## config.mk

```make
export PLATFORM = sky130hd
export DESIGN_NAME = spr_router
export DESIGN_NICKNAME = d
export VERILOG_FILES = /design/src/spr_pkg.sv /design/src/spr_router.sv /design/src/spr_tracker.sv
export SDC_FILE = /design/constraint.sdc
export NUM_CORES = 1
export LEC_CHECK = 0
export ABC_AREA = 1
export BUFFER_PORTS_ARGS = -buffer_cell sky130_fd_sc_hd__buf_2
export CAP_MARGIN = 40
export CORE_UTILIZATION = 55
export DETAILED_ROUTE_END_ITERATION = 10
export PLACE_DENSITY = 0.77
export SYNTH_ARGS = -nofsm -noshare
export SYNTH_HDL_FRONTEND = slang
export SYNTH_SLANG_ARGS = --single-unit
```

## constraint.sdc

```tcl
create_clock -name pclk -period 11.77 [get_ports pclk]
set_input_delay 0.5885 -clock pclk [delete_from_list [all_inputs] [get_ports pclk]]
set_output_delay 0.5885 -clock pclk [all_outputs]
set_load 0.02 [all_outputs]
```

## src/spr_pkg.sv

```systemverilog
`default_nettype none
package spr_pkg;

   localparam int unsigned SPR_NUM_SEG = 8;
   localparam int unsigned SPR_NUM_CTR = 4;

   // register byte addresses on the apb
   localparam logic [7:0] SPR_ADDR_ROUTE  = 8'h00;
   localparam logic [7:0] SPR_ADDR_LIMIT0 = 8'h04;
   localparam logic [7:0] SPR_ADDR_LIMIT1 = 8'h08;
   localparam logic [7:0] SPR_ADDR_LIMIT2 = 8'h0c;
   localparam logic [7:0] SPR_ADDR_LIMIT3 = 8'h10;
   localparam logic [7:0] SPR_ADDR_COUNT0 = 8'h14;
   localparam logic [7:0] SPR_ADDR_COUNT1 = 8'h18;
   localparam logic [7:0] SPR_ADDR_COUNT2 = 8'h1c;
   localparam logic [7:0] SPR_ADDR_COUNT3 = 8'h20;

   // reset values and writable bits
   localparam logic [31:0] SPR_ROUTE_RESET = 32'h0000_0000;
   localparam logic [31:0] SPR_LIMIT_RESET = 32'h0000_0000;
   localparam logic [31:0] SPR_ROUTE_MASK  = 32'h0000_ffff;
   localparam logic [31:0] SPR_LIMIT_MASK  = 32'hffff_00f3;

   // field positions
   localparam int unsigned SPR_ROUTE_W     = 2;
   localparam int unsigned SPR_WCAP_LSB    = 24;
   localparam int unsigned SPR_RCAP_LSB    = 16;
   localparam int unsigned SPR_MEMTYPE_LSB = 4;
   localparam int unsigned SPR_ALIGN_LSB   = 0;
   localparam int unsigned SPR_CNT_WR_LSB  = 8;
   localparam int unsigned SPR_CNT_RD_LSB  = 0;

   // largest legal cap-less-one values
   localparam logic [7:0] SPR_WCAP_MAX = 8'h1f;
   localparam logic [7:0] SPR_RCAP_MAX = 8'h3f;

   // returns {read cache, write cache}; reserved codes fall back to device non-bufferable
   function automatic logic [7:0] spr_cache_map(input logic [3:0] mt);
      logic [7:0] r;
      r = 8'h00;
      case (mt)
         4'h0:    r = 8'h00;
         4'h1:    r = 8'h11;
         4'h2:    r = 8'h22;
         4'h3:    r = 8'h33;
         4'h4:    r = 8'ha6;
         4'h5:    r = 8'he6;
         4'h6:    r = 8'hae;
         4'h7:    r = 8'hee;
         4'h8:    r = 8'hb7;
         4'h9:    r = 8'hf7;
         4'ha:    r = 8'hbf;
         4'hb:    r = 8'hff;
         default: r = 8'h00;
      endcase
      return r;
   endfunction : spr_cache_map

   // burst-split boundary in bytes; reserved code behaves as the smallest
   function automatic logic [8:0] spr_boundary(input logic [1:0] al);
      logic [8:0] b;
      b = 9'h040;
      case (al)
         2'h1:    b = 9'h080;
         2'h2:    b = 9'h100;
         default: b = 9'h040;
      endcase
      return b;
   endfunction : spr_boundary

endpackage : spr_pkg
`default_nettype wire

```

## src/spr_router.sv

```systemverilog
`default_nettype none
module spr_router (
   // apb slave
   input  wire logic        pclk,
   input  wire logic        presetn,
   input  wire logic        psel,
   input  wire logic        penable,
   input  wire logic        pwrite,
   input  wire logic [7:0]  paddr,
   input  wire logic [31:0] pwdata,
   output logic [31:0]      prdata,
   output logic             pready,
   output logic             pslverr,
   // segment requests
   input  wire logic        req_valid,
   output logic             req_ready,
   input  wire logic        req_write,
   input  wire logic [2:0]  req_segment,
   input  wire logic [31:0] req_addr,
   // first master port issue
   output logic             m0_valid,
   input  wire logic        m0_ready,
   output logic             m0_write,
   output logic [31:0]      m0_addr,
   output logic             m0_counter,
   output logic [3:0]       m0_arcache,
   output logic [3:0]       m0_awcache,
   output logic [8:0]       m0_boundary,
   // first master port completions
   input  wire logic        m0_done_valid,
   input  wire logic        m0_done_write,
   input  wire logic        m0_done_counter,
   // second master port issue
   output logic             m1_valid,
   input  wire logic        m1_ready,
   output logic             m1_write,
   output logic [31:0]      m1_addr,
   output logic             m1_counter,
   output logic [3:0]       m1_arcache,
   output logic [3:0]       m1_awcache,
   output logic [8:0]       m1_boundary,
   // second master port completions
   input  wire logic        m1_done_valid,
   input  wire logic        m1_done_write,
   input  wire logic        m1_done_counter
);

   logic [31:0] route_q;
   logic [31:0] limit_q   [4];
   logic [31:0] prdata_q;
   logic        pslverr_q;
   logic [31:0] rd_data;
   logic        hit;
   logic        wr_en;

   logic [1:0]  sel;
   logic        port;
   logic [3:0]  rd_full;
   logic [3:0]  wr_full;
   logic [6:0]  rd_cnt    [4];
   logic [6:0]  wr_cnt    [4];
   logic        cap_ok;
   logic        slot_free;
   logic        issue;
   logic [3:0]  done_rd;
   logic [3:0]  done_wr;
   logic [1:0]  mr;
   logic [1:0]  dv;
   logic [1:0]  dw;
   logic [1:0]  dc;

   logic [1:0]  mv_q;
   logic [1:0]  mw_q;
   logic [1:0]  mc_q;
   logic [31:0] ma_q      [2];
   logic [7:0]  mcache_q  [2];
   logic [8:0]  mb_q      [2];

   // register decode; the read word is captured in the setup cycle so that
   // prdata comes from a flop while pready can stay high
   always_comb begin
      hit     = 1'b1;
      rd_data = 32'h0000_0000;
      case (paddr)
         spr_pkg::SPR_ADDR_ROUTE:  rd_data = route_q & spr_pkg::SPR_ROUTE_MASK;
         spr_pkg::SPR_ADDR_LIMIT0: rd_data = limit_q[0] & spr_pkg::SPR_LIMIT_MASK;
         spr_pkg::SPR_ADDR_LIMIT1: rd_data = limit_q[1] & spr_pkg::SPR_LIMIT_MASK;
         spr_pkg::SPR_ADDR_LIMIT2: rd_data = limit_q[2] & spr_pkg::SPR_LIMIT_MASK;
         spr_pkg::SPR_ADDR_LIMIT3: rd_data = limit_q[3] & spr_pkg::SPR_LIMIT_MASK;
         spr_pkg::SPR_ADDR_COUNT0: rd_data = {17'h0, wr_cnt[0], 1'b0, rd_cnt[0]};
         spr_pkg::SPR_ADDR_COUNT1: rd_data = {17'h0, wr_cnt[1], 1'b0, rd_cnt[1]};
         spr_pkg::SPR_ADDR_COUNT2: rd_data = {17'h0, wr_cnt[2], 1'b0, rd_cnt[2]};
         spr_pkg::SPR_ADDR_COUNT3: rd_data = {17'h0, wr_cnt[3], 1'b0, rd_cnt[3]};
         default:                  hit = 1'b0;
      endcase
   end

   assign pready  = 1'b1;
   assign prdata  = prdata_q;
   assign pslverr = pslverr_q & psel & penable;
   assign wr_en   = psel & penable & pwrite & pready;

   always_ff @(posedge pclk or negedge presetn) begin
      if (!presetn) begin
         prdata_q  <= 32'h0000_0000;
         pslverr_q <= 1'b0;
      end else if (psel && !penable) begin
         prdata_q  <= pwrite ? 32'h0000_0000 : rd_data;
         pslverr_q <= !hit;
      end
   end

   // count registers are read-only, writes to them are silently dropped
   always_ff @(posedge pclk or negedge presetn) begin
      if (!presetn) begin
         route_q <= spr_pkg::SPR_ROUTE_RESET;
      end else if (wr_en && paddr == spr_pkg::SPR_ADDR_ROUTE) begin
         route_q <= pwdata & spr_pkg::SPR_ROUTE_MASK;
      end
   end

   always_ff @(posedge pclk or negedge presetn) begin
      if (!presetn) begin
         for (int i = 0; i < 4; i++) begin
            limit_q[i] <= spr_pkg::SPR_LIMIT_RESET;
         end
      end else if (wr_en) begin
         // same layout for all four limit sets
         if (paddr == spr_pkg::SPR_ADDR_LIMIT0) limit_q[0] <= pwdata & spr_pkg::SPR_LIMIT_MASK;
         if (paddr == spr_pkg::SPR_ADDR_LIMIT1) limit_q[1] <= pwdata & spr_pkg::SPR_LIMIT_MASK;
         if (paddr == spr_pkg::SPR_ADDR_LIMIT2) limit_q[2] <= pwdata & spr_pkg::SPR_LIMIT_MASK;
         if (paddr == spr_pkg::SPR_ADDR_LIMIT3) limit_q[3] <= pwdata & spr_pkg::SPR_LIMIT_MASK;
      end
   end

   // routing: the selector value is the counter, its top bit the port
   assign sel  = route_q[{req_segment, 1'b0} +: spr_pkg::SPR_ROUTE_W];
   assign port = sel[1];
   assign mr   = {m1_ready, m0_ready};
   assign dv   = {m1_done_valid, m0_done_valid};
   assign dw   = {m1_done_write, m0_done_write};
   assign dc   = {m1_done_counter, m0_done_counter};

   assign cap_ok    = req_write ? !wr_full[sel] : !rd_full[sel];
   // one holding slot per port; a port that is draining takes the next request
   assign slot_free = !mv_q[port] || mr[port];
   assign req_ready = cap_ok && slot_free;
   assign issue     = req_valid && req_ready;

   always_comb begin
      done_rd = 4'h0;
      done_wr = 4'h0;
      for (int p = 0; p < 2; p++) begin
         if (dv[p]) begin
            if (dw[p]) done_wr[2 * p + int'(dc[p])] = 1'b1;
            else       done_rd[2 * p + int'(dc[p])] = 1'b1;
         end
      end
   end

   for (genvar c = 0; c < 4; c++) begin : g_trk
      spr_tracker u_trk (
         .clk       (pclk),
         .rst_n     (presetn),
         .issue_rd  (issue && !req_write && sel == 2'(c)),
         .issue_wr  (issue && req_write && sel == 2'(c)),
         .done_rd   (done_rd[c]),
         .done_wr   (done_wr[c]),
         .rd_cap_m1 (limit_q[c][spr_pkg::SPR_RCAP_LSB +: 8]),
         .wr_cap_m1 (limit_q[c][spr_pkg::SPR_WCAP_LSB +: 8]),
         .rd_full   (rd_full[c]),
         .wr_full   (wr_full[c]),
         .rd_count  (rd_cnt[c]),
         .wr_count  (wr_cnt[c])
      );
   end

   // issue stage; attributes are frozen at issue so a later limit write
   // cannot change a transaction already waiting on the port
   always_ff @(posedge pclk or negedge presetn) begin
      if (!presetn) begin
         mv_q <= 2'h0;
         mw_q <= 2'h0;
         mc_q <= 2'h0;
         for (int p = 0; p < 2; p++) begin
            ma_q[p]     <= 32'h0000_0000;
            mcache_q[p] <= 8'h00;
            mb_q[p]     <= 9'h040;
         end
      end else begin
         for (int p = 0; p < 2; p++) begin
            if (issue && port == 1'(p)) begin
               mv_q[p]     <= 1'b1;
               mw_q[p]     <= req_write;
               mc_q[p]     <= sel[0];
               ma_q[p]     <= req_addr;
               mcache_q[p] <= spr_pkg::spr_cache_map(
                  limit_q[sel][spr_pkg::SPR_MEMTYPE_LSB +: 4]);
               mb_q[p]     <= spr_pkg::spr_boundary(
                  limit_q[sel][spr_pkg::SPR_ALIGN_LSB +: 2]);
            end else if (mr[p]) begin
               mv_q[p] <= 1'b0;
            end
         end
      end
   end

   assign m0_valid    = mv_q[0];
   assign m0_write    = mw_q[0];
   assign m0_counter  = mc_q[0];
   assign m0_addr     = ma_q[0];
   assign m0_arcache  = mcache_q[0][7:4];
   assign m0_awcache  = mcache_q[0][3:0];
   assign m0_boundary = mb_q[0];
   assign m1_valid    = mv_q[1];
   assign m1_write    = mw_q[1];
   assign m1_counter  = mc_q[1];
   assign m1_addr     = ma_q[1];
   assign m1_arcache  = mcache_q[1][7:4];
   assign m1_awcache  = mcache_q[1][3:0];
   assign m1_boundary = mb_q[1];

   chk_route_reset: assert property (@(posedge pclk) disable iff (!presetn)
      $rose(presetn) |-> route_q == 32'h0000_0000)
      else $error("routing selectors not zero after reset");

   chk_limit_reset: assert property (@(posedge pclk) disable iff (!presetn)
      $rose(presetn) |-> limit_q[0][31:16] == 16'h0000 && limit_q[3][31:16] == 16'h0000)
      else $error("caps not zero after reset");

   chk_route_field: assert property (@(posedge pclk) disable iff (!presetn)
      wr_en && paddr == spr_pkg::SPR_ADDR_ROUTE
      |=> route_q[15:14] == $past(pwdata[15:14]) && route_q[1:0] == $past(pwdata[1:0]))
      else $error("routing write did not land");

   chk_route_resvd: assert property (@(posedge pclk) disable iff (!presetn)
      psel && !penable && !pwrite && paddr == spr_pkg::SPR_ADDR_ROUTE
      |=> prdata[31:16] == 16'h0000 && prdata[15:0] == route_q[15:0])
      else $error("routing readback wrong");

   chk_sel0_port: assert property (@(posedge pclk) disable iff (!presetn)
      issue && sel == 2'h0 |=> m0_valid && !m0_counter)
      else $error("selector 0 not on port zero counter 0");

   chk_sel1_port: assert property (@(posedge pclk) disable iff (!presetn)
      issue && sel == 2'h1 |=> m0_valid && m0_counter)
      else $error("selector 1 not on port zero counter 1");

   chk_sel2_port: assert property (@(posedge pclk) disable iff (!presetn)
      issue && sel == 2'h2 |=> m1_valid && !m1_counter)
      else $error("selector 2 not on port one counter 2");

   chk_sel3_port: assert property (@(posedge pclk) disable iff (!presetn)
      issue && sel == 2'h3 |=> m1_valid && m1_counter)
      else $error("selector 3 not on port one counter 3");

   // stall checks follow whichever counter the request selects
   chk_write_stall: assert property (@(posedge pclk) disable iff (!presetn)
      req_valid && req_write && limit_q[sel][31:24] <= 8'h1f
      && {1'b0, wr_cnt[sel]} == limit_q[sel][31:24] + 8'h01 |-> !req_ready)
      else $error("write issued past its cap");

   chk_read_stall: assert property (@(posedge pclk) disable iff (!presetn)
      req_valid && !req_write && limit_q[sel][23:16] <= 8'h3f
      && {1'b0, rd_cnt[sel]} == limit_q[sel][23:16] + 8'h01 |-> !req_ready)
      else $error("read issued past its cap");

   chk_cache_map: assert property (@(posedge pclk) disable iff (!presetn)
      issue && sel == 2'h0 && limit_q[0][7:4] == 4'h4
      |=> m0_arcache == 4'ha && m0_awcache == 4'h6)
      else $error("attribute code mapped wrongly");

   chk_bound_map: assert property (@(posedge pclk) disable iff (!presetn)
      issue && sel == 2'h0 && limit_q[0][1:0] == 2'h2
      |=> m0_boundary == 9'h100)
      else $error("alignment code mapped wrongly");

   chk_route_upper: assert property (@(posedge pclk) disable iff (!presetn)
      route_q[31:16] == 16'h0000)
      else $error("reserved routing bits not zero");

   chk_slot_hold: assert property (@(posedge pclk) disable iff (!presetn)
      m0_valid && !m0_ready |=> m0_valid && $stable(m0_addr))
      else $error("port zero request dropped before acceptance");

endmodule : spr_router
`default_nettype wire

```

## src/spr_tracker.sv

```systemverilog
`default_nettype none
module spr_tracker (
   // clock and reset
   input  wire logic       clk,
   input  wire logic       rst_n,
   // events
   input  wire logic       issue_rd,
   input  wire logic       issue_wr,
   input  wire logic       done_rd,
   input  wire logic       done_wr,
   // programmed caps, less one
   input  wire logic [7:0] rd_cap_m1,
   input  wire logic [7:0] wr_cap_m1,
   // state
   output logic            rd_full,
   output logic            wr_full,
   output logic [6:0]      rd_count,
   output logic [6:0]      wr_count
);

   logic [6:0] rd_q;
   logic [6:0] wr_q;
   logic [7:0] rd_cap;
   logic [7:0] wr_cap;

   // out-of-range programming is clamped so the counters cannot overflow
   assign rd_cap  = (rd_cap_m1 > spr_pkg::SPR_RCAP_MAX) ? spr_pkg::SPR_RCAP_MAX : rd_cap_m1;
   assign wr_cap  = (wr_cap_m1 > spr_pkg::SPR_WCAP_MAX) ? spr_pkg::SPR_WCAP_MAX : wr_cap_m1;
   assign rd_full = {1'b0, rd_q} > rd_cap;
   assign wr_full = {1'b0, wr_q} > wr_cap;
   assign rd_count = rd_q;
   assign wr_count = wr_q;

   // a stray completion at zero is dropped rather than wrapping
   always_ff @(posedge clk or negedge rst_n) begin
      if (!rst_n) begin
         rd_q <= 7'h00;
      end else begin
         rd_q <= rd_q + {6'h00, issue_rd} - {6'h00, done_rd && rd_q != 7'h00};
      end
   end

   always_ff @(posedge clk or negedge rst_n) begin
      if (!rst_n) begin
         wr_q <= 7'h00;
      end else begin
         wr_q <= wr_q + {6'h00, issue_wr} - {6'h00, done_wr && wr_q != 7'h00};
      end
   end

   chk_count_up: assert property (@(posedge clk) disable iff (!rst_n)
      issue_wr && !done_wr |=> wr_q == $past(wr_q) + 7'h01)
      else $error("write count did not rise on issue");

   chk_count_down: assert property (@(posedge clk) disable iff (!rst_n)
      done_rd && !issue_rd && rd_q != 7'h00 |=> rd_q == $past(rd_q) - 7'h01)
      else $error("read count did not fall on completion");

endmodule : spr_tracker
`default_nettype wire

```

==> results of run 1 <==
-- worst reg2reg max path, stage by stage (launching register included) --
cell and delay [ns]:
dfrtp_1 0.36, inv_1 0.17, nand2_1 0.08, nand3_1 0.10, nand3_1 0.08, nand2_2 0.07, buf_4 0.50, nor2_1 0.31
nand2_1 0.13, nand2_1 0.08, nor2_2 0.12, nor2_2 0.06, nor2_4 0.11, buf_4 0.59, nand3_1 0.20, inv_2 0.14
nand2_1 0.07, ha_1 0.28, inv_1 0.06, ha_1 0.23, fa_1 0.44, a21oi_1 0.18, nor2_1 0.07, nor2_1 0.14
o21ai_0 0.10, a21oi_1 0.16, xor2_1 0.15
-- final cells by class --
type                            count  area (sq um)
Fill cell                        2416          9776
Multi-Input combinational cell   1292          7381
Sequential cell                   279          6984
Timing Repair Buffer              235          1274
Clock buffer                       43         900.9
Inverter                          215         807.0
Tap cell                          378         473.0
Clock inverter                     15         186.4
-- worst paths after layout --
path / to / cells after the start
worst max register to register: g_trk[2].u_trk.wr_count[6] / 26
worst max-delay path: g_trk[2].u_trk.wr_count[6] / 26
worst min-delay path: prdata[15] / 1
max in group asynchronous: m0_boundary[6] / 5
min in group pclk: mv_q[1] / 2
worst min register to register: m0_boundary[6] / 2
-- cell usage after synthesis, types with 4 or more instances --
cell,n
a211oi_1,14
a21o_1,6
a21oi_1,54
a221oi_1,19
a22o_1,14
a31oi_1,8
a41oi_1,4
and3_1,4
buf_1,4
buf_2,15
buf_4,21
buf_6,4
clkbuf_1,51
dfrtp_1,277
fa_1,8
ha_1,130
inv_1,209
nand2_1,475
nand2_2,4
nand3_1,49
nand4_1,91
nor2_1,116
nor2_2,5
nor3_1,17
o21ai_0,153
o21ai_1,4
o21bai_1,4
o221ai_1,4
o22ai_1,26
or2_2,4
xnor2_1,9
xor2_1,38
-- registers in the layout (all words and copies together), names as in the netlist, 16 cells and up --
| register | flops |
|---|---|
| route_q | 16 |
| prdata | 32 |
| m0_addr | 32 |
| m1_addr | 32 |
| g_trk.u_trk.wr_count | 28 |
| g_trk.u_trk.rd_count | 28 |
| limit_q | 88 |
-- metrics by stage --
step | instance area [sq um] | setup slack (ns) | hold slack (ns)
floorplan | 15650 | 7.906 | 0.2929
global placement | 16850 | 6.660 | 0.4496
detailed placement | 16920 | 6.417 | 0.4528
CTS | 18010 | 6.772 | 0.1686
global route | 18010 | 6.284 | 0.1712
finish | 18010 | 6.697 | 0.04395
-- kinds of logic after synthesis --
logic type	after synthesis
simple gates	770
compound gates	312
xor+xnor	47
buf+inv	310
flops	279
other cells	2
fa+ha+maj	138
-- routing by layer --
metal | vias up | track usage (%)
met1 | 6637 | 42.32
met2 | 652 | 49.47
li1 | 6506 | -
met3 | 126 | 4.279
met4 | 0 | 12.03
met5 | - | 0
-- where the power goes --
group | total (W) | leakage [nW] | internal [W] | switching [W]
combinational | 0.00172 | 5.51 | 0.000643 | 0.00108
clock | 0.00102 | 0.533 | 0.000620 | 0.000402
sequential | 0.00142 | 3.59 | 0.00121 | 0.000203
total | 0.00416 | 9.63 | 0.00248 | 0.00168
==> flow_summary_export.csv, run 1 <==
group,metric,value,unit
yosys,synth-adder-area-share,11.48,%
setup_path,crit_start,"route_q[3]",
route,route.met2.wl,20280,microns
timing,relSlewSlack,31.46,%
setup_path,crit_required,12.26,ns
grt,antenna_found_initial,0,
clock_network,clock_latency,0.57,ns
grt,grt_usage,30.83,%
timing,hold_violations,0,
setup_path,crit_family,"simple AND/OR/NAND/NOR gates",
yosys,yosys.area_share.simple,20.95,%
yosys,yosysWarnings,0,
placement,dp_hpwl,32090,microns
yosys,synth_cells,1858,
die,design.core.area,27780,sq um
placement,io_buffers,215,
min_path,hold_class,"in2async",
clock_network,cts_root_buffer,"clkbuf_16",
die,die_w,170.2,microns
route,wl_per_cell,18.04,microns
timing,worst_pin_slew,1.028,ns
setup_path,cp_slowest_cell,"buf_4",
route,viasPerCell,5.666,
grt,first_global_vias,13149,
setup_path,rr_startpoint,"route_q[3]",
run,cap_violations,0,
route,highest-signal-layer,"met4",
route,drt_iter0_drc,1315,
die,die_height,170.2,microns
placement,placed_cells,2399,
setup_path,endpoint_kind,"flop",
final_layout,fin_cells,2457,
setup_path,slowest_delay,0.59,ns
die,pin_count,229,
final_layout,final_cell_mix,"nand2_1 (474), dfrtp_1 (277), buf_2 (215), inv_1 (209), o21ai_0 (153)",
setup_path,cpMostUsedCell,"nand2_1",
clock_network,clock_path_buffers,3,
die,die-area,28980,sq um
yosys,ys_seq_elements,279,
route,wl_met1,18780,microns
power_and_ir_drop,peakVddDrop,0.1380,mV
yosys,synth-async-reset-ratio,100.0,%
timing,rsz0062_at_grt,"no",
final_layout,drive_above_1_share,14.86,%
run_status,status,"complete, no violations",
final_layout,layout_commonest_cell,"nand2_1",
timing,fin_crit_sh,43.10,%
clock_network,post_cts_buffers,0,
yosys,synth-edff-count,0,
timing,slew_violations,0,
final_layout,diodes,0,
clock_network,clkTransAtPathRegs,0.06,ns
yosys,synth_top_family_by_area,"simple AND/OR/NAND/NOR gates",
timing,period_minus_slack,5.073,ns
clock_network,cts_buffers,31,
route,routed-wl-met3,3439,microns
yosys,yosys-top-cells-area,"dfrtp_1 (45%), nand2_1 (11%), ha_1 (10%), inv_1 (5.0%), o21ai_0 (4.9%)",
setup_path,reg2reg_setup_slack,6.70,ns
route,vias,13921,
setup_path,worstPathArrival,5.56,ns
grt,grt-ovfl-total,0,
yosys,synthMuxAreaShare,0,%
yosys,yosysSeqAreaShare,44.86,%
die,initial_core_util,56.03,%
power_and_ir_drop,finalPower,0.004158,W
clock_network,cts_tree,"done",
setup_path,critPathMaxFanout,85,
yosys,syn_avg_cell_area,8.379,sq um
placement,place.gp.congestion,0.9695,
setup_path,path_buf_inv,5,
final_layout,areaGrowthSynthToFinish,15.66,%
yosys,yosys_most_used_dff,"dfrtp_1",
timing,setup_violations,0,
power_and_ir_drop,p_per_area,230.9,nW/um^2
final_layout,final_util,64.81,%
timing,fin_setup_tns,0,ns
route,routed_wl,44320,microns
grt,grt_pass1_wl,70180,microns
timing,clock_skew,0.01148,ns
route,drcViolationCount,0,
clock_network,cts_hold_buf,0,
clock_network,ctsResizeCount,0,
setup_path,critPathKind,"reg2reg",
yosys,synth-compound-area-share,11.73,%
grt,grt_start_max_net_pins,126,
die,row_count,61,
power_and_ir_drop,leakage,9.633,nW
setup_path,start_kind,"flop",
yosys,synth_top_area_share,44.53,%
yosys,synth_area,15570,sq um
timing,fmax,197.1,MHz
yosys,synth_top_cell_by_area,"dfrtp_1",
route,first_pass_iters,6,
clock_network,clock-sinks,279,
route,drtAntennaViolNets,0,
yosys,synth_cell_types,41,
final_layout,final_nets,2282,
clock_network,htreeDepth,1,
yosys,synth_xor_area_share,2.644,%
Power figures use the tool's default switching activity.
==> inputs of run 2 (changes only) <==
--- a/config.mk
+++ b/config.mk
@@ -5,10 +5,10 @@
 export SDC_FILE = /design/constraint.sdc
 export NUM_CORES = 1
 export LEC_CHECK = 0
-export ABC_AREA = 1
+export ABC_AREA = 0
 export BUFFER_PORTS_ARGS = -buffer_cell sky130_fd_sc_hd__buf_2
 export CAP_MARGIN = 40
-export CORE_UTILIZATION = 55
+export CORE_UTILIZATION = 52
 export DETAILED_ROUTE_END_ITERATION = 10
 export PLACE_DENSITY = 0.77
 export SYNTH_ARGS = -nofsm -noshare
==> constraint.sdc (replaced) <==
create_clock -name pclk -period 4.52 [get_ports pclk]
set_input_delay 0.226 -clock pclk [delete_from_list [all_inputs] [get_ports pclk]]
set_output_delay 0.226 -clock pclk [all_outputs]
set_load 0.02 [all_outputs]
==> run 2 against run 1 <==
The run now ends with setup timing left. Register-to-register slack worse by 6.7 ns. Cell area up 4.6%. Worst hold slack worse by 0.010 ns. Largest cell class unchanged. First-iteration DRC count down 18%. Flip-flop and latch count is the same. Combinational power rose to 2.5 times the previous value. Sequential power rose to 2.6 times the previous value. Die area grew 4.1%. Worst setup slack lost 6.7 ns.
==> flow_summary_export.csv, run 2 <==
group,metric,value,unit
yosys,yosysMostFrequentCell,"dfrtp_1",
clock_network,cts_tree,"done",
timing,setup_violations,2,
power_and_ir_drop,p_per_area,563.5,nW/um^2
final_layout,largest_register_ffs,88,
die,die_w,173.7,microns
power_and_ir_drop,seq_power_share,34.3,%
route,drcViolationCount,0,
clock_network,cts_buffers,30,
grt,first_global_vias,11885,
yosys,synth-adder-area-share,11.65,%
run,cap_violations,0,
placement,io_buffers,215,
grt,grt_pass1_wl,67210,microns
yosys,yosys-top-cells-area,"dfrtp_1 (45%), ha_1 (11%), mux2_2 (8.7%), mux2_4 (6.5%), inv_1 (2.4%)",
setup_path,cp_slowest_cell,"a2111o_1",
die,die_height,173.7,microns
final_layout,final_util,65.28,%
run_status,status,"complete, but fails checks",
yosys,synth_common_cells,"dfrtp_1 (277), ha_1 (130), mux2_2 (119)",
route,drt_iter0_drc,1082,
final_layout,drive_above_1_share,33.60,%
setup_path,path_buf_inv,3,
setup_path,slowest_delay,0.45,ns
die,row_count,62,
min_path,hold_class,"in2reg",
power_and_ir_drop,p_comb_share,40.6,%
clock_network,clock-sinks,279,
route,drtAntennaViolNets,0,
yosys,synth_area,15330,sq um
timing,rsz0062_at_grt,"yes",
yosys,ys_seq_elements,279,
timing,period_minus_slack,4.540,ns
power_and_ir_drop,p_int,0.006675,W
final_layout,final_nets,1844,
timing,hold_violations,0,
power_and_ir_drop,peakVddDrop,0.3348,mV
yosys,synth_cells,1308,
timing,fin_crit_sh,100.4,%
yosys,yosys_most_used_dff,"dfrtp_1",
route,routed_wl,42460,microns
clock_network,clock_latency,0.57,ns
final_layout,top_register,"limit_q",
power_and_ir_drop,sw_frac_of_total,37.12,%
timing,setup_ws,-0.01966,ns
yosys,synthMuxAreaShare,16.67,%
grt,grt_start_max_net_pins,123,
final_layout,layout_commonest_cell,"dfrtp_1",
setup_path,critPathKind,"reg2reg",
clock_network,cts_root_buffer,"clkbuf_16",
route,wl_per_cell,20.96,microns
placement,place.gp.congestion,0.9511,
yosys,synth_top_area_share,45.21,%
yosys,yosys.area_share.simple,7.483,%
die,initial_core_util,53.13,%
die,die-area,30180,sq um
timing,relSlewSlack,36.82,%
setup_path,path_cells,"or3_4, nor2_4, ha_4, nor2b_4, o211ai_1, a21oi_1, o32a_1, a2111o_1, nand4_4, nand4_4, or3_1, ha_1, inv_1, ha_2, inv_2, fa_2, inv_2, a21oi_2, nor2_2, o21ai_1, a21oi_1, nor2_1, xnor2_1",
route,viasPerCell,5.761,
timing,fmax,220.3,MHz
yosys,yosysSeqAreaShare,45.55,%
yosys,synth_top_family_by_area,"multiplexers",
yosys,synth_xor_area_share,2.799,%
die,pin_count,229,
setup_path,crit_family,"simple AND/OR/NAND/NOR gates",
setup_path,worstPathArrival,4.99,ns
yosys,synth_cell_types,62,
setup_path,endpoint_kind,"flop",
final_layout,final_cell_mix,"dfrtp_1 (277), buf_2 (214), ha_1 (123), mux2_2 (119), inv_1 (91)",
grt,antenna_found_initial,3,
power_and_ir_drop,power_frac_clock,25.1,%
route,first_pass_iters,7,
timing,clock_skew,0.02891,ns
setup_path,start_kind,"flop",
yosys,syn_avg_cell_area,11.72,sq um
yosys,synth-async-reset-ratio,100.0,%
final_layout,areaGrowthSynthToFinish,22.87,%
yosys,yosysWarnings,0,
grt,grt_usage,28.36,%
yosys,synth-compound-area-share,10.77,%
timing,worst_pin_slew,0.9476,ns
grt,grt-ovfl-total,0,
yosys,synth-edff-count,0,
timing,slew_violations,0,
power_and_ir_drop,p_switching,0.003941,W
run_status,violations,"setup timing",
setup_path,crit_required,4.97,ns
placement,dp_hpwl,29640,microns
clock_network,clkTransAtPathRegs,0.06,ns
setup_path,critPathMaxFanout,5,
power_and_ir_drop,leakage,9.765,nW
route,vias,11672,
clock_network,clock_path_buffers,3,
timing,hold-worst-slack,0.03395,ns
die,design.core.area,28860,sq um
yosys,synth_top_cell_by_area,"dfrtp_1",
clock_network,htreeDepth,1,
==> run 2: cell types whose count changed after synthesis, moves of 18 or more <==
cell | before | now
nand2_1 | 475 | 62
mux2_4 | 0 | 66
nand4_1 | 91 | 8
nor2_1 | 116 | 73
o21ai_0 | 153 | 40
o22ai_1 | 26 | 1
inv_1 | 209 | 96
xnor2_1 | 9 | 28
clkbuf_1 | 51 | 25
mux2i_1 | 0 | 18
nand3_1 | 49 | 12
mux2_2 | 0 | 119
==> run 2: repair_timing <==
action                     in CTS  in global routing
hold endpoints to repair      280                  0
hold buffers                   64                  0
pin swaps                       1                 12
setup endpoints to repair       4                 14
buffers inserted                1                  7
gates resized for setup         5                 42
==> run 2: path summary, 6_finish.rpt <==
check                             start                          to  slack, ns  cells after the start
hold / removal                pwdata[7]                  limit_q[7]       0.03                      2
setup reg to reg           limit_q[126]  g_trk[3].u_trk.wr_count[6]      -0.02                     23
setup / recovery           limit_q[126]  g_trk[3].u_trk.wr_count[6]      -0.02                     23
min in group asynchronous       presetn                 m0_addr[18]       0.32                      2
hold reg to reg               prdata[9]                   prdata[9]       0.47                      1
max in group asynchronous       presetn                 limit_q[17]       2.95                      3
==> run 2: logic make-up after synthesis <==
family,count (synthesis)
muxes,206
xor gates and xnor gates,49
buffers and inverters,162
AOI/OAI and AO/OA,242
other,2
DFF,279
adders and majority gates,138
and+or+nand+nor,230
==> run 2: metal layers <==
| metal | track usage (%) | vias to the layer above | routed length (microns) |
|---|---|---|---|
| met5 | 0 | - | 0 |
| met4 | 8.699 | 0 | 1369 |
| met3 | 4.978 | 99 | 3230 |
| met2 | 46.85 | 510 | 20140 |
| met1 | 38.12 | 5809 | 17720 |
| li1 | - | 5254 | - |
==> run 2: worst reg2reg max path, delay by kind of cell (launching register included) <==
family                     cells  cell delay (ns)
and+or+nand+nor                8             1.46
AOI/OAI and AO/OA              7             1.28
adders and majority gates      4             1.02
DFF                            1             0.38
buffers and inverters          3             0.16
xor gates and xnor gates       1             0.12
==> run 2: cell type report <==
class,count,area [sq um]
antenna,2,5.005
inverter,97,369.1
tap,384,480.5
sequential,279,6984
multi-input combinational,890,7865
timing repair buffer,318,2048
clock buffer,38,852.1
fill,2165,10020
clock inverter,18,234.0
==> run 2: metrics by stage <==
step / setup TNS, ns / instance area (sq um) / std cells / setup slack [ns] / total power, W
floorplan: 0 / 15430 / 1331 / 0.008737 / 0.006523
global placement: 0 / 16850 / 1895 / 0.07438 / 0.007428
detailed placement: -0.1274 / 16880 / 1897 / -0.06095 / 0.007653
CTS: 0 / 18630 / 2018 / 0.003103 / 0.01042
global route: -0.8973 / 18840 / 2025 / -0.2392 / 0.01128
finish: -0.02413 / 18840 / 2026 / -0.01966 / 0.01062
==> run 2: power by group through the flow <==
stage	clock network [W]	logic (W)	registers, W
global route	0.00281	0.00479	0.00369
global placement	0	0.00381	0.00361
detailed placement	0	0.00402	0.00364
floorplan	0	0.00279	0.00373
CTS	0.00271	0.00411	0.00360
finish	0.00267	0.00431	0.00364
==> inputs of run 3 (changes only) <==
--- a/config.mk
+++ b/config.mk
@@ -8,9 +8,12 @@
 export ABC_AREA = 0
 export BUFFER_PORTS_ARGS = -buffer_cell sky130_fd_sc_hd__buf_2
 export CAP_MARGIN = 40
+export CORE_MARGIN = 1
 export CORE_UTILIZATION = 52
 export DETAILED_ROUTE_END_ITERATION = 10
+export HOLD_SLACK_MARGIN = 0.12
 export PLACE_DENSITY = 0.77
+export SKIP_LAST_GASP = 1
 export SYNTH_ARGS = -nofsm -noshare
 export SYNTH_HDL_FRONTEND = slang
 export SYNTH_SLANG_ARGS = --single-unit
==> run 3 against run 2 <==
Cell count is essentially flat. Flip-flop and latch count is the same. Critical path type unchanged. Non-clock buffer count grew 2. The flow still finishes with violations (setup timing). Clock-buffer cell count is the same. Die area is the same.
==> flow_summary_export.csv, run 3 (same netlist as run 2, synthesis figures left out) <==
group,metric,value,unit
route,drtAntennaViolNets,0,
clock_network,clkTransAtPathRegs,0.06,ns
die,design.core.area,28860,sq um
die,pin_count,229,
die,initial_core_util,53.13,%
min_path,hold_class,"in2reg",
grt,grt-busiest-layer,"met2",
clock_network,clock_path_buffers,3,
placement,dp_hpwl,29640,microns
grt,first_global_vias,11890,
final_layout,final_cell_mix,"dfrtp_1 (277), buf_2 (214), ha_1 (125), mux2_2 (119), inv_1 (93)",
power_and_ir_drop,finalPower,0.01058,W
grt,grt_use_met1,38.18,%
grt,antenna_found_initial,3,
timing,fmax,219.2,MHz
setup_path,critPathKind,"reg2reg",
route,drcViolationCount,0,
timing,clock_skew,0.02727,ns
timing,worst_pin_slew,0.9508,ns
setup_path,endpoint_kind,"flop",
setup_path,crit_start,"limit_q[126]",
setup_path,rr_startpoint,"limit_q[126]",
timing,setup_violations,1,
grt,grt_usage,28.39,%
timing,hold_violations,0,
clock_network,cts_tree,"done",
clock_network,cts_root_buffer,"clkbuf_16",
clock_network,cts_buffers,30,
final_layout,top_register,"limit_q",
timing,slew_violations,0,
final_layout,final_util,65.14,%
final_layout,layout_commonest_cell,"dfrtp_1",
final_layout,fill_cells,2173,
grt,use_met3,5.110,%
timing,fin_crit_sh,100.9,%
final_layout,drive_above_1_share,32.89,%
run_status,violations,"setup timing",
timing,period_minus_slack,4.562,ns
route,vias,11663,
route,routed_wl,42620,microns
min_path,hold_start,"m0_ready",
run_status,status,"complete, but fails checks",
final_layout,largest_register_ffs,88,
route,first_pass_iters,6,
die,die-area,30180,sq um
route,drt_iter0_drc,970,
placement,io_buffers,215,
timing,hold-worst-slack,0.1757,ns
clock_network,clock_latency,0.57,ns
die,die_w,173.7,microns
timing,setup_ws,-0.04166,ns
final_layout,area.sequential,6984,sq um
clock_network,clock-sinks,279,
power_and_ir_drop,leakage,9.770,nW
die,die_height,173.7,microns
die,row_count,62,
grt,grt_pass1_wl,67310,microns
route,wl_per_cell,21.02,microns
timing,relSlewSlack,36.61,%
clock_network,htreeDepth,1,
setup_path,worstPathArrival,5.01,ns
route,viasPerCell,5.751,
final_layout,areaGrowthSynthToFinish,22.60,%
grt,grt-ovfl-total,0,
grt,grt_use_met2,46.74,%
placement,dp_slack,-0.06095,ns
final_layout,final_nets,1846,
grt,grt_start_max_net_pins,123,
setup_path,critPathMaxFanout,5,
placement,place.gp.congestion,0.9511,
final_layout,stdcell_area,18800,sq um
placement,place_area,16880,sq um
setup_path,start_kind,"flop",
final_layout,multi_input_area,7801,sq um
setup_path,crit_required,4.97,ns
run,cap_violations,0,
power_and_ir_drop,p_per_area,562.9,nW/um^2
timing,rsz0062_at_grt,"yes",
power_and_ir_drop,peakVddDrop,0.3336,mV
## run 3: changes by cell type in the layout (fill, tap and decap cells not counted), sizes merged
cell	before	now
buf	254	253
dlygate4sd3	64	67
## run 3: critical path, stage by stage (launching register included)
cell	delay [ns]
dfrtp_1	0.38
or3_4	0.42
nor2_4	0.12
ha_4	0.21
nor2b_4	0.12
o211ai_1	0.17
a21oi_1	0.09
o32a_1	0.28
a2111o_1	0.45
nand4_4	0.16
nand4_4	0.10
or3_1	0.34
ha_1	0.27
inv_1	0.06
ha_2	0.18
inv_2	0.05
fa_2	0.37
inv_2	0.07
a21oi_2	0.05
nor2_2	0.13
o21ai_1	0.09
a21oi_1	0.16
nor2_1	0.07
xnor2_1	0.12
## run 3: layout make-up
cell class              instances  share of cell area (%)
inverters                      97                   1.964
clock buffers                  38                   4.533
clock inverters                18                   1.245
multi-input cells             890                   41.50
well taps                     384                   2.556
diodes                          2                 0.02663
repair buffers                320                   11.02
flip-flops and latches        279                   37.16
## run 3: metal layers
layer	vias up	part of all wire, %
met3	99	7.7
met4	0	3.3
li1	5251	-
met1	5786	42
met5	-	0
met2	527	47
## run 3: path summary, 6_finish.rpt
| kind | to | slack, ns | cells after the start |
|---|---|---|---|
| max in group asynchronous | limit_q[17] | 2.94 | 3 |
| min in group asynchronous | m0_addr[18] | 0.31 | 2 |
| hold / removal | mv_q[0] | 0.18 | 3 |
| setup reg to reg | g_trk[3].u_trk.wr_count[6] | -0.04 | 23 |
| setup / recovery | g_trk[3].u_trk.wr_count[6] | -0.04 | 23 |
| hold reg to reg | prdata[9] | 0.47 | 1 |
## run 3: per-stage QoR
| step | TNS (ns) | cells |
|---|---|---|
| after CTS | -0.03242 | 2021 |
| after detailed placement | -0.1274 | 1897 |
| final | -0.04166 | 2028 |
| after global placement | 0 | 1895 |
| after floorplan | 0 | 1331 |
| after global routing | -1.169 | 2027 |
## run 3: where the power goes
part	total [W]	internal, W	switching [W]
Combinational	0.00428	0.00198	0.00229
Clock	0.00267	0.00162	0.00105
Sequential	0.00363	0.00305	0.000582
Total	0.0106	0.00666	0.00392
## run 3: timing repair
action | in CTS | in global routing
endpoints found under the setup margin | 4 | 14
endpoints found under the hold margin | 288 | 0
pin swaps | 1 | 12
buffers inserted | 1 | 6
hold buffers | 67 | 0
gates resized for setup | 4 | 29
